### src/bert_rx_pkg.sv
package bert_rx_pkg;

  // ----------------------------------------------------------------
  // Register map (byte offsets)
  // ----------------------------------------------------------------
  localparam logic [7:0] OFS_CTRL = 8'h00;
  localparam logic [7:0] OFS_TAPS = 8'h04;
  localparam logic [7:0] OFS_PATTERN = 8'h08;
  localparam logic [7:0] OFS_STATUS = 8'h0C;
  localparam logic [7:0] OFS_ERR_CNT = 8'h10;
  localparam logic [7:0] OFS_BIT_CNT = 8'h14;

  // CTRL fields
  localparam int CTRL_EN_BIT = 0;
  localparam int CTRL_QRSS_BIT = 1;
  localparam int CTRL_REP_BIT = 2;
  localparam int CTRL_RESYNC_DIS_BIT = 3;
  localparam int CTRL_CNT_CLR_BIT = 4;
  // TAPS fields, each holds tap position minus one
  localparam int TAPS_N_LSB = 0;
  localparam int TAPS_Y_LSB = 8;
  localparam int TAP_W = 5;

  // ----------------------------------------------------------------
  // Pattern and sync constants
  // ----------------------------------------------------------------
  localparam int GEN_W = 32;
  localparam logic [4:0] QRSS_TAP_A = 5'h10;
  localparam logic [4:0] QRSS_TAP_B = 5'h13;
  localparam int QRSS_ZERO_W = 14;
  localparam logic [4:0] SYNC_LEN_LAST = 5'h1F;
  localparam logic [5:0] WINDOW_LAST = 6'h3F;
  localparam logic [2:0] RESYNC_ERRS = 3'h6;
  localparam int ERR_CNT_W = 24;
  localparam int BIT_CNT_W = 32;

  localparam logic [1:0] RESP_OKAY = 2'h0;
  localparam logic [1:0] RESP_SLVERR = 2'h2;

  typedef enum logic [1:0] {
    ST_HUNT = 2'b00,
    ST_VERIFY = 2'b01,
    ST_SYNC = 2'b10
  } sync_state_t;

  // ----------------------------------------------------------------
  // AXI4-Lite carriers
  // ----------------------------------------------------------------
  typedef struct packed {
    logic awvalid;
    logic [31:0] awaddr;
    logic wvalid;
    logic [31:0] wdata;
    logic [3:0] wstrb;
    logic bready;
    logic arvalid;
    logic [31:0] araddr;
    logic rready;
  } axil_req_t;

  typedef struct packed {
    logic awready;
    logic wready;
    logic bvalid;
    logic [1:0] bresp;
    logic arready;
    logic rvalid;
    logic [31:0] rdata;
    logic [1:0] rresp;
  } axil_rsp_t;

endpackage

### src/bert_rx_sync.sv
// Contract
// [RULE_01] 32-stage register shifts stage 1 toward 32
// [RULE_02] Pseudo-random feedback XORs stages n and y
// [RULE_03] Repetitive feedback is stage n
// [RULE_04] Taps n and y programmable 1 to 32
// [RULE_05] Expected bit equals current feedback
// [RULE_06] QRSS taps 17,20; output forced on zeros
// [RULE_07] QRSS is an on/off setting
// [RULE_08] Feedback forced one when stages 1-31 zero
// [RULE_09] Sync method follows programmed pattern type
// [RULE_10] Load 32, verify 32, all match locks
// [RULE_11] Six errors per 64 bits resync PRBS
// [RULE_12] Repetitive: hunt pattern, verify 32 bits
// [RULE_13] Six errors per 64 bits resync repetitive
// [RULE_14] Repetitive length 1-32, value programmable
// [RULE_15] Only qualified payload bits are processed
// [RULE_16] Sender marks gapped bits with qualifiers
// [RULE_17] Active tester halts and overrides traffic
// [RULE_18] Normal connection restored when tester ends
// [RULE_19] 24-bit error and 32-bit bit counters
// [RULE_20] Supports 2^9-1, 2^15-1, 2^23-1, QRSS
// [RULE_21] Sync-lost flag set unless locked
// [RULE_22] Counters advance only while locked
// [RULE_23] Resync clears window, restarts next bit
// [RULE_24] Lock holds; disable returns to hunt
//
// Added by the designer: the AXI4-Lite register port and the placing of the registers.
`timescale 1ns/1ps
`default_nettype none

module bert_rx_sync (
  input wire logic clk_in,
  input wire logic nrst_in,
  input wire logic ce_in,
  input wire bert_rx_pkg::axil_req_t axi_req_in,
  output bert_rx_pkg::axil_rsp_t axi_rsp_out,
  input wire logic rx_data_in,
  input wire logic rx_payload_qualifier_in,
  output logic fwd_data_out,
  output logic fwd_qual_out,
  output logic bert_active_out,
  output logic sync_lost_flag_out
);
  import bert_rx_pkg::*;

  // ----------------------------------------------------------------
  // State
  // ----------------------------------------------------------------
  typedef struct packed {
    sync_state_t st;
    logic [GEN_W-1:0] gen;
    logic [4:0] cnt;
    logic [5:0] win_bits;
    logic [2:0] win_errs;
    logic [ERR_CNT_W-1:0] err_cnt;
    logic [BIT_CNT_W-1:0] bit_cnt;
    logic en;
    logic qrss;
    logic rep;
    logic resync_dis;
    logic [TAP_W-1:0] n_tap;
    logic [TAP_W-1:0] y_tap;
    logic [GEN_W-1:0] pattern;
    logic d_s1;
    logic d_s2;
    logic q_s1;
    logic q_s2;
    logic fwd_data;
    logic fwd_qual;
    logic aw_got;
    logic [7:0] awaddr;
    logic w_got;
    logic [31:0] wdata;
    logic [3:0] wstrb;
    logic bvalid;
    logic [1:0] bresp;
    logic rvalid;
    logic [31:0] rdata;
    logic [1:0] rresp;
  } core_state_t;

  localparam core_state_t RESET_STATE = '0;

  core_state_t core_r;
  core_state_t core_nxt;

  // Elaboration check: counters must fit a bus word
  if (ERR_CNT_W > 32 || BIT_CNT_W > 32 || GEN_W != 32) begin : g_bad_width
    $error("Counter or generator width not supported");
  end

  // ----------------------------------------------------------------
  // Helpers
  // ----------------------------------------------------------------
  function automatic logic [31:0] merge_bytes(input logic [31:0] old_v,
                                              input logic [31:0] new_v,
                                              input logic [3:0] strb);
    logic [31:0] m;
    m = old_v;
    for (int i = 0; i < 4; i++) begin
      if (strb[i]) begin
        m[8*i +: 8] = new_v[8*i +: 8];
      end
    end
    return m;
  endfunction

  // ----------------------------------------------------------------
  // Pattern generator taps
  // ----------------------------------------------------------------
  logic fb;
  logic exp_bit;
  logic [GEN_W-1:0] len_mask;
  logic [GEN_W-1:0] hunt_shift;
  logic hunt_match;
  logic rx_bit;
  logic rx_qual;
  logic mismatch;

  assign rx_bit = core_r.d_s2;
  assign rx_qual = core_r.q_s2;

  always_comb begin
    if (core_r.rep) begin
      fb = core_r.gen[core_r.n_tap]; // [RULE_03]
    end else if (core_r.qrss) begin
      fb = core_r.gen[QRSS_TAP_A] ^ core_r.gen[QRSS_TAP_B]; // [RULE_06] [RULE_07]
    end else begin
      fb = core_r.gen[core_r.n_tap] ^ core_r.gen[core_r.y_tap]; // [RULE_02] [RULE_04] [RULE_20]
    end
    // Keeps an all-zero register from locking up the sequence
    if (!core_r.rep && core_r.gen[GEN_W-2:0] == '0) begin
      fb = 1'b1; // [RULE_08]
    end
    exp_bit = fb; // [RULE_05]
    if (!core_r.rep && core_r.qrss && core_r.gen[QRSS_ZERO_W-1:0] == '0) begin
      exp_bit = 1'b1; // [RULE_06]
    end
  end

  // Length mask of n low bits; the pattern's bit n-1 is the oldest bit
  assign len_mask = {GEN_W{1'b1}} >> (5'h1F - core_r.n_tap); // [RULE_14]
  assign hunt_shift = {core_r.gen[GEN_W-2:0], rx_bit}; // [RULE_01]
  assign hunt_match = (hunt_shift & len_mask) == (core_r.pattern & len_mask); // [RULE_12]
  assign mismatch = rx_bit != exp_bit;

  // ----------------------------------------------------------------
  // Next state
  // ----------------------------------------------------------------
  logic wr_fire;
  logic cnt_clr;
  logic [2:0] errs_inc;
  logic [31:0] ctrl_word;
  logic [31:0] taps_word;
  logic [31:0] ctrl_new;
  logic [31:0] taps_new;
  logic [7:0] raddr;

  assign ctrl_word = {27'h0, 1'b0, core_r.resync_dis, core_r.rep, core_r.qrss, core_r.en};
  assign taps_word = {19'h0, core_r.y_tap, 3'h0, core_r.n_tap};
  assign ctrl_new = merge_bytes(ctrl_word, core_r.wdata, core_r.wstrb);
  assign taps_new = merge_bytes(taps_word, core_r.wdata, core_r.wstrb);
  assign wr_fire = core_r.aw_got && core_r.w_got && !core_r.bvalid;
  assign cnt_clr = wr_fire && core_r.awaddr == OFS_CTRL && ctrl_new[CTRL_CNT_CLR_BIT];
  assign raddr = axi_req_in.araddr[7:0];

  always_comb begin
    core_nxt = core_r;
    errs_inc = core_r.win_errs + 3'h1;

    // Pin synchronisers
    core_nxt.d_s1 = rx_data_in;
    core_nxt.d_s2 = core_r.d_s1;
    core_nxt.q_s1 = rx_payload_qualifier_in;
    core_nxt.q_s2 = core_r.q_s1;

    // While active the mapper path sees idle ones with no payload
    core_nxt.fwd_data = core_r.en ? 1'b1 : rx_bit; // [RULE_17] [RULE_18]
    core_nxt.fwd_qual = core_r.en ? 1'b0 : rx_qual; // [RULE_17] [RULE_18]

    // ---------------------------- bus write ----------------------
    if (axi_req_in.awvalid && !core_r.aw_got && !core_r.bvalid) begin
      core_nxt.aw_got = 1'b1;
      core_nxt.awaddr = axi_req_in.awaddr[7:0];
    end
    if (axi_req_in.wvalid && !core_r.w_got && !core_r.bvalid) begin
      core_nxt.w_got = 1'b1;
      core_nxt.wdata = axi_req_in.wdata;
      core_nxt.wstrb = axi_req_in.wstrb;
    end
    if (wr_fire) begin
      core_nxt.aw_got = 1'b0;
      core_nxt.w_got = 1'b0;
      core_nxt.bvalid = 1'b1;
      core_nxt.bresp = RESP_OKAY;
      unique case (core_r.awaddr)
        OFS_CTRL: begin
          core_nxt.en = ctrl_new[CTRL_EN_BIT];
          core_nxt.qrss = ctrl_new[CTRL_QRSS_BIT]; // [RULE_07]
          core_nxt.rep = ctrl_new[CTRL_REP_BIT]; // [RULE_09]
          core_nxt.resync_dis = ctrl_new[CTRL_RESYNC_DIS_BIT];
        end
        OFS_TAPS: begin
          core_nxt.n_tap = taps_new[TAPS_N_LSB +: TAP_W]; // [RULE_04]
          core_nxt.y_tap = taps_new[TAPS_Y_LSB +: TAP_W]; // [RULE_04]
        end
        OFS_PATTERN: core_nxt.pattern = merge_bytes(core_r.pattern, core_r.wdata,
                                                     core_r.wstrb); // [RULE_14]
        OFS_STATUS, OFS_ERR_CNT, OFS_BIT_CNT: core_nxt.bresp = RESP_OKAY;
        default: core_nxt.bresp = RESP_SLVERR;
      endcase
    end
    if (core_r.bvalid && axi_req_in.bready) begin
      core_nxt.bvalid = 1'b0;
    end

    // ---------------------------- bus read -----------------------
    if (core_r.rvalid && axi_req_in.rready) begin
      core_nxt.rvalid = 1'b0;
    end
    if (axi_req_in.arvalid && !core_r.rvalid) begin
      core_nxt.rvalid = 1'b1;
      core_nxt.rresp = RESP_OKAY;
      unique case (raddr)
        OFS_CTRL: core_nxt.rdata = ctrl_word;
        OFS_TAPS: core_nxt.rdata = taps_word;
        OFS_PATTERN: core_nxt.rdata = core_r.pattern;
        OFS_STATUS: core_nxt.rdata = {28'h0, core_r.en, core_r.st, core_r.st != ST_SYNC};
        OFS_ERR_CNT: core_nxt.rdata = {{(32-ERR_CNT_W){1'b0}}, core_r.err_cnt}; // [RULE_19]
        OFS_BIT_CNT: core_nxt.rdata = core_r.bit_cnt; // [RULE_19]
        default: begin
          core_nxt.rdata = 32'h0;
          core_nxt.rresp = RESP_SLVERR;
        end
      endcase
    end

    // ---------------------------- sync machine -------------------
    if (!core_r.en) begin
      core_nxt.st = ST_HUNT; // [RULE_24]
      core_nxt.cnt = '0;
      core_nxt.win_bits = '0;
      core_nxt.win_errs = '0;
    end else if (rx_qual) begin // [RULE_15]
      unique case (core_r.st)
        ST_HUNT: begin
          core_nxt.gen = hunt_shift; // [RULE_01]
          if (core_r.rep) begin
            if (hunt_match) begin
              core_nxt.st = ST_VERIFY; // [RULE_12]
              core_nxt.cnt = '0;
            end
          end else begin
            core_nxt.cnt = core_r.cnt + 5'h1;
            if (core_r.cnt == SYNC_LEN_LAST) begin
              core_nxt.st = ST_VERIFY; // [RULE_10]
              core_nxt.cnt = '0;
            end
          end
        end
        ST_VERIFY: begin
          core_nxt.gen = {core_r.gen[GEN_W-2:0], fb}; // [RULE_01]
          core_nxt.cnt = core_r.cnt + 5'h1;
          if (mismatch) begin
            core_nxt.st = ST_HUNT; // [RULE_10] [RULE_12]
            core_nxt.cnt = '0;
          end else if (core_r.cnt == SYNC_LEN_LAST) begin
            core_nxt.st = ST_SYNC; // [RULE_10] [RULE_12]
            core_nxt.win_bits = '0;
            core_nxt.win_errs = '0;
          end
        end
        ST_SYNC: begin
          core_nxt.gen = {core_r.gen[GEN_W-2:0], fb}; // [RULE_01]
          core_nxt.win_bits = core_r.win_bits + 6'h1;
          if (mismatch) begin
            core_nxt.win_errs = errs_inc;
          end
          if (core_r.win_bits == WINDOW_LAST) begin
            core_nxt.win_bits = '0;
            core_nxt.win_errs = '0;
          end
          if (mismatch && errs_inc >= RESYNC_ERRS && !core_r.resync_dis) begin
            core_nxt.st = ST_HUNT; // [RULE_11] [RULE_13]
            core_nxt.cnt = '0; // [RULE_23]
            core_nxt.win_bits = '0; // [RULE_23]
            core_nxt.win_errs = '0; // [RULE_23]
          end
        end
        default: core_nxt.st = ST_HUNT;
      endcase
    end

    // Counters stop at their maximum instead of wrapping
    if (cnt_clr) begin
      core_nxt.err_cnt = '0;
      core_nxt.bit_cnt = '0;
    end else if (core_r.en && rx_qual && core_r.st == ST_SYNC) begin // [RULE_22]
      if (core_r.bit_cnt != '1) begin
        core_nxt.bit_cnt = core_r.bit_cnt + 1'b1; // [RULE_19]
      end
      if (mismatch && core_r.err_cnt != '1) begin
        core_nxt.err_cnt = core_r.err_cnt + 1'b1; // [RULE_19]
      end
    end
  end

  // ----------------------------------------------------------------
  // Registers
  // ----------------------------------------------------------------
  always_ff @(posedge clk_in or negedge nrst_in) begin
    if (!nrst_in) begin
      core_r <= RESET_STATE;
    end else if (ce_in) begin
      core_r <= core_nxt;
    end
  end

  // ----------------------------------------------------------------
  // Outputs
  // ----------------------------------------------------------------
  always_comb begin
    axi_rsp_out.awready = !core_r.aw_got && !core_r.bvalid;
    axi_rsp_out.wready = !core_r.w_got && !core_r.bvalid;
    axi_rsp_out.bvalid = core_r.bvalid;
    axi_rsp_out.bresp = core_r.bresp;
    axi_rsp_out.arready = !core_r.rvalid;
    axi_rsp_out.rvalid = core_r.rvalid;
    axi_rsp_out.rdata = core_r.rdata;
    axi_rsp_out.rresp = core_r.rresp;
  end

  assign fwd_data_out = core_r.fwd_data;
  assign fwd_qual_out = core_r.fwd_qual;
  assign bert_active_out = core_r.en;
  assign sync_lost_flag_out = core_r.st != ST_SYNC; // [RULE_21]
endmodule // bert_rx_sync

`default_nettype wire

### config.mk
export PLATFORM = sky130hd
export DESIGN_NAME = bert_rx_sync
export DESIGN_NICKNAME = d
export VERILOG_FILES = /design/src/bert_rx_pkg.sv /design/src/bert_rx_sync.sv
export SDC_FILE = /design/constraint.sdc
export NUM_CORES = 1
export LEC_CHECK = 0
export BUFFER_PORTS_ARGS = -buffer_cell sky130_fd_sc_hd__buf_2
export CAP_MARGIN = 20
export CORE_MARGIN = 4
export CORE_UTILIZATION = 50
export CTS_CLUSTER_SIZE = 20
export DETAILED_ROUTE_END_ITERATION = 8
export PLACE_DENSITY = 0.73
export SYNTH_ARGS = -nofsm -noshare
export SYNTH_HDL_FRONTEND = slang
export SYNTH_SLANG_ARGS = --single-unit
### constraint.sdc
create_clock -name clk_in -period 4.1 [get_ports clk_in]
set_clock_uncertainty 0.05 [all_clocks]
set_input_delay 0.82 -clock clk_in [delete_from_list [all_inputs] [get_ports clk_in]]
set_output_delay 0.82 -clock clk_in [all_outputs]
set_load 0.03 [all_outputs]
# Word level (Yosys, flattened, before mapping)

Cells that the tools add are included.

Output and inout port bits: 45
Bits in registers: 240
Bits of input ports: 110
Logic and storage cells: 187

$lt $le $gt $ge: 3
Shifts and indexed selects: 1
Reduce and logical (&&, ||, !) cells: 64
Muxes and demuxes: 47
Equal/unequal tests: 29
$add $sub $neg: 6
Bitwise gates (word level): 4

Operators with widths:

| kind                    | number |
|---|---|
| $pmux W32 S6            | 1 |
| $mux W56                | 2 |
| $pmux W37 S3            | 1 |
| $and A32 B32 Y32        | 2 |
| $mux W48                | 1 |
| $mux W37                | 1 |
| $mux W9                 | 4 |
| $mux W35                | 1 |
| $add A32 B1 Y32 const B | 1 |
| $eq A32 B32 Y1          | 1 |
| $eq A8 B4 Y1 const B    | 4 |
| $eq A8 B5 Y1 const B    | 4 |
| $mux W32                | 1 |
| $ne A32 B32 Y1 const B  | 1 |
| $reduce_and A4 Y1       | 8 |
| $shr A32 B5 Y32 const A | 1 |
| $logic_not A31 Y1       | 1 |
| $mux W14                | 2 |
| $mux W5                 | 5 |
| $add A24 B1 Y24 const B | 1 |
| $mux W24                | 1 |
| $ne A24 B24 Y1 const B  | 1 |
| $logic_and A1 B1 Y1     | 21 |
| $mux W2                 | 9 |
| 35 further kinds        | 79 |

# Longest topological paths before layout

Depth in word-level cells: 14
Mapped depth: 13

# Worst setup path before layout

Ideal clock, no wire load.

Kind: reg2reg
Start point: reg core_r[225] in the netlist's numbering
End point: reg core_r[182] in the netlist's numbering
Clock period less this slack: 3130 ps
Setup time: 127 ps
Buffers on the path: 2
Data required time: 3923 ps
Arrival: 2953 ps
Stages on the path, launching flop included: 12
Path slack: 970 ps
Path through: dfrtp_1 -> buf_6 -> mux4_2 -> a211o_1 -> o21a_1 -> nor4_4 -> o311ai_4 -> a211o_2 -> buf_6 -> nor2_1 -> nand4_1 -> mux2_1

Cells in the longest elaborated chain, start to end: 11
Elaborated cells between the ends (all ways): 16
Classes of those cells: 1 x eq/ne; 8 x mux; 2 x bitwise; 5 x reduce/logical

RTL lines:

| element                                 | RTL line                                 | text |
|---|---|---|
| start, declared                         | bert_rx_sync.sv:84                       | `core_state_t core_r;` |
| start signal, assigned                  | bert_rx_sync.sv:315                      | `core_r <= core_nxt;` |
| $bmux W1 S5, on equally long branches   | bert_rx_sync.sv:125, bert_rx_sync.sv:129 |  |
| $mux W1, on equally long branches       | bert_rx_sync.sv:125, bert_rx_sync.sv:129 |  |
| $xor A1 B1 Y1                           | bert_rx_sync.sv:129                      | `fb = core_r.gen[core_r.n_tap] ^ core_r.gen[core_r.y_tap];` |
| $mux W1                                 | bert_rx_sync.sv:126                      | `end else if (core_r.qrss) begin` |
| $mux W1                                 | bert_rx_sync.sv:124                      | `if (core_r.rep) begin` |
| $mux W1 (*)                             | bert_rx_sync.sv:132                      | `if (!core_r.rep && core_r.gen[GEN_W-2:0] == '0) begin` |
| $mux W1 (*)                             | bert_rx_sync.sv:136                      | `if (!core_r.rep && core_r.qrss && core_r.gen[QRSS_ZERO_W-1:0] == '0) begin` |
| $ne A1 B1 Y1 (*)                        | bert_rx_sync.sv:145                      | `assign mismatch = rx_bit != exp_bit;` |
| $logic_and A1 B1 Y1 (*)                 | bert_rx_sync.sv:302                      | `if (mismatch && core_r.err_cnt != '1) begin` |
| $reduce_bool A2 Y1 (no source line) (*) | n/a                                      |  |
| $reduce_and A3 Y1 (no source line) (*)  | n/a                                      |  |

Every way passes the cells marked *; elsewhere a longest branch is shown, timed or not. The select of a mux whose other input is x is not followed.
A chain may end at the register's enable or synchronous reset.

# Worst setup path in the final report

Start point: reg core_r[127] in the netlist's numbering
End point: reg core_r[184] in the netlist's numbering

Cells in the longest elaborated chain, start to end: 11

RTL lines:

| element                                 | RTL line |
|---|---|
| $bmux W1 S5 (*)                         | bert_rx_sync.sv:125, bert_rx_sync.sv:129 |
| $mux W1 (not written as such) (*)       | bert_rx_sync.sv:125, bert_rx_sync.sv:129 |
| $xor A1 B1 Y1                           | bert_rx_sync.sv:129 |
| $mux W1                                 | bert_rx_sync.sv:126 |
| $mux W1 (*)                             | bert_rx_sync.sv:124 |
| $mux W1 (*)                             | bert_rx_sync.sv:132 |
| $mux W1 (*)                             | bert_rx_sync.sv:136 |
| $ne A1 B1 Y1 (*)                        | bert_rx_sync.sv:145 |
| $logic_and A1 B1 Y1 (*)                 | bert_rx_sync.sv:302 |
| $reduce_bool A2 Y1 (no source line) (*) | n/a |
| $reduce_and A3 Y1 (no source line) (*)  | n/a |

Marked as above.

==> results by group <==
Status
  • Status: finished, final reports clean

Die
  • Initial Util: 51.3%
  • IO Pins: 155
  • Die Span Y: 167 µm
  • Row cnt: 57
  • Chip width: 167 µm
  • Core ar.: 24500 µm²
  • Die area: 27800 µm²

Synthesis
  • FFs w/ async S/R, synth: 100%
  • Synthesized cell area: 12600 µm²
  • Post-synth EDFFs: 0
  • Cell variety after synth: 72
  • Sequential-to-total area share from yosys stat: 47.3%
  • Synthesized area per cell: 10.7 µm²
  • Synth Instances: 1176
  • Synth Flop Type: dfrtp_1
  • Yosys warns: 0
  • Synth area leaders: dfrtp_1, mux2_2, o21ai_0, nand2_1, xor2_1
  • Yosys top cell by area: dfrtp_1
  • Top cell type's share of synthesized area: 47.3%
  • FF+latch count, synth: 238

STA
  • Worst-margin pin slew: 0.965 ns
  • Setup TNS Final: 0 ns
  • Min cycle time layout: 3.72 ns
  • Fmax: 269 MHz
  • Final cycle utilization of the critical path: 90.8%
  • Relative max-transition margin: 35.5%
  • Final Setup Violations: 0
  • Final hold vios: 0
  • Max-slew violations: 0
  • RSZ-0062 raised after global routing: no

Power
  • Worst vdd ir: 0.000373 V
  • Static Leak: 6.47 nW
  • PD cells: 440 nW/µm²

Final layout
  • Number of nets in the layout: 1360
  • ANT cells: 0
  • Share of layout cells above drive strength 1: 27.3%
  • Area Growth Syn to Fin: 12.3%
  • Core utilization of the finished layout: 57.6%
  • Fill cells: 2097

Setup path
  • Worst R2R Start: core_r[127]
  • CP required: 4.50 ns
  • Critical path fanouts, max: 13
  • Startpoint Class: flip-flop
  • Kind of critical path: flip-flop to flip-flop
  • Crit path DAT: 4.12 ns
  • Worst Reg-to-Reg Cells: 10
  • RR Endpoint: core_r[184]
  • R2r setup slk: 0.38 ns
  • Crit path capture type: flip-flop

Detailed routing
  • Pre-Repair DR Iteration Count: 5
  • Routed Antenna Nets: 0
  • Via/cell ratio: 5.96
  • Routed wire per std cell: 19.6 µm
  • DR vias: 9424
  • Routed wire length: 31100 µm
  • Residual DRC: 0
  • Iter 0 DRT Violations: 896

Global routing
  • Initial antenna violation count: 0
  • Vias in the first global route: 9480
  • Remaining Overflow, GRT: 0
  • Tot GR Track Use: 21.9%
  • First-pass GRT wire length: 50300 µm
  • Largest net degree at the start of global routing: 102

CTS
  • Post-CTS setup repair buffer count: 0
  • H-tree depth: 1
  • Clock slew seen by the registers of the worst setup and hold paths: 0.06 ns
  • Root Driver: clkbuf_16
  • Gates resized, CTS repair: 0
  • Clock sinks: 238
  • Clk Latency, worst-skew pair: 0.53 ns
  • Clk buf depth: 3
  • CTS Buf Count: 26
  • TritonCTS clock tree: done
  • Hold-fix buffers, CTS: 0

Run
  • Max-cap violation count: 0

Hold path
  • Worst hold path type: input pin to async pin

Placed design
  • Hpwl dp: 22000 µm
  • Final GP Congestion: 0.911
  • # port buffers: 104
==> registers in the layout, summed over array words and instances, names as in the netlist <==
register	count
fwd_qual_out	1
core_nxt	2
bert_active_out	1
rx_bit	1
axi_rsp_out	36
rx_qual	1
core_r	195
fwd_data_out	1
==> worst max-delay path by stage <==
stage	slack (ns)	startpoint	end
finish	0.38	core_r[127]	core_r[184]
global route	0.15	core_r[127]	core_r[199]
CTS	0.40	core_r[127]	core_r[184]
detailed placement	0.40	core_r[127]	core_r[184]
global placement	0.43	core_r[127]	core_r[184]
floorplan	0.97	core_r[225]	core_r[182]
==> final cells by class <==
class                           instances  area (µm²)  share of cell area, %
Clock inverter                          7        88.8                  0.629
Clock buffer                           41         818                   5.79
Sequential cell                       238        5960                   42.1
Inverter                               21        78.8                  0.558
Tap cell                              324         405                   2.87
Multi-Input combinational cell        821        6030                   42.6
Timing Repair Buffer                  130         758                   5.37
==> cell usage after synthesis (3+ instances only) <==
| cell type | number |
|---|---|
| dfrtp_1 | 238 |
| mux2_2 | 143 |
| nand2_1 | 97 |
| o21ai_0 | 78 |
| nor2_1 | 67 |
| clkbuf_1 | 42 |
| xor2_1 | 41 |
| buf_4 | 40 |
| nand3_1 | 34 |
| a21oi_1 | 30 |
| xnor2_1 | 30 |
| a22oi_1 | 29 |
| mux2i_1 | 21 |
| inv_1 | 20 |
| and3_1 | 19 |
| nand4_1 | 16 |
| and2_1 | 14 |
| o31ai_1 | 14 |
| or3_1 | 14 |
| nor3_1 | 13 |
| ha_1 | 12 |
| a221oi_1 | 10 |
| a22o_1 | 10 |
| o211ai_1 | 9 |
| a211oi_1 | 8 |
| or4_1 | 8 |
| nor4_1 | 7 |
| and4_1 | 6 |
| buf_1 | 6 |
| nand2b_1 | 6 |
| nand3b_1 | 6 |
| nor2b_1 | 6 |
| nor4b_1 | 6 |
| a21o_1 | 5 |
| a31oi_1 | 5 |
| buf_2 | 5 |
| mux4_2 | 5 |
| buf_6 | 4 |
| nor3b_1 | 4 |
| o21a_1 | 4 |
| a211o_1 | 3 |
| o2111ai_1 | 3 |
| o31a_1 | 3 |
| o41ai_1 | 3 |
| or2_2 | 3 |
==> per-layer routing <==
layer  wire length [µm]  share of wire, %  vias to the layer above  global-route usage [%]
met5                  0                 0                        -                       0
met4               1040               3.3                        0                    7.08
met3               1700               5.5                       66                    3.48
met2              14700                47                      314                    35.2
met1              13600                44                     4701                    30.8
li1                   -                 -                     4343                       -
==> report_power, final <==
group	leakage [nW]	switching [W]	internal [W]
Combinational	2.82	0.000437	0.000425
Clock	0.451	0.000934	0.00149
Sequential	3.20	0.000287	0.00264
Total	6.47	0.00166	0.00456
==> placed cells by master, fill, tap and decap left out, types with 7 or more instances in the layout <==
cell	count
dfrtp_1	238
mux2_2	143
buf_2	103
nand2_1	97
o21ai_0	78
nor2_1	66
xor2_1	41
nand3_1	34
a21oi_1	30
xnor2_1	30
a22oi_1	29
clkbuf_16	27
buf_4	24
mux2i_1	21
inv_1	20
and3_1	19
nand4_1	16
and2_1	14
o31ai_1	14
or3_1	14
nor3_1	13
ha_1	12
a22o_1	10
a221oi_1	10
o211ai_1	9
clkbuf_8	9
or4_1	8
a211oi_1	8
nor4_1	7
==> worst max-delay path: stages, from the launching register on <==
cell	delay [ns]
dfrtp_1	0.61
buf_4	0.27
mux2_1	0.35
a221oi_2	0.25
nand4_1	0.19
o21a_1	0.21
nor4_4	0.35
o311ai_4	0.22
a211o_2	0.50
or4_1	0.49
a21oi_1	0.15
==> stage by stage <==
stage	total power, W	cells	hold WS, ns	worst slack [ns]	cell area (µm²)
6_report	0.00621	1582	0.217	0.378	14100
5_1_grt	0.00650	1582	0.297	0.154	14100
4_1_cts	0.00627	1581	0.294	0.399	14100
3_5_place_dp	0.00384	1533	0.415	0.399	13200
3_3_place_gp	0.00379	1533	0.408	0.434	13200
2_1_floorplan	0.00351	1177	0.395	0.970	12600
==> cells by family after synthesis <==
kind of cell             Yosys count  share of synthesized area, %
other                              1                        0.0298
adder cells (fa/ha/maj)           12                          1.19
AO/OA/AOI/OAI                    233                          12.5
multiplexers                     171                          15.5
AND/OR/NAND/NOR                  332                          13.4
XOR/XNOR                          71                          4.94
buffers and inverters            118                          5.00
flip-flops                       238                          47.3
Note: power is estimated with default switching activity, not from simulation.
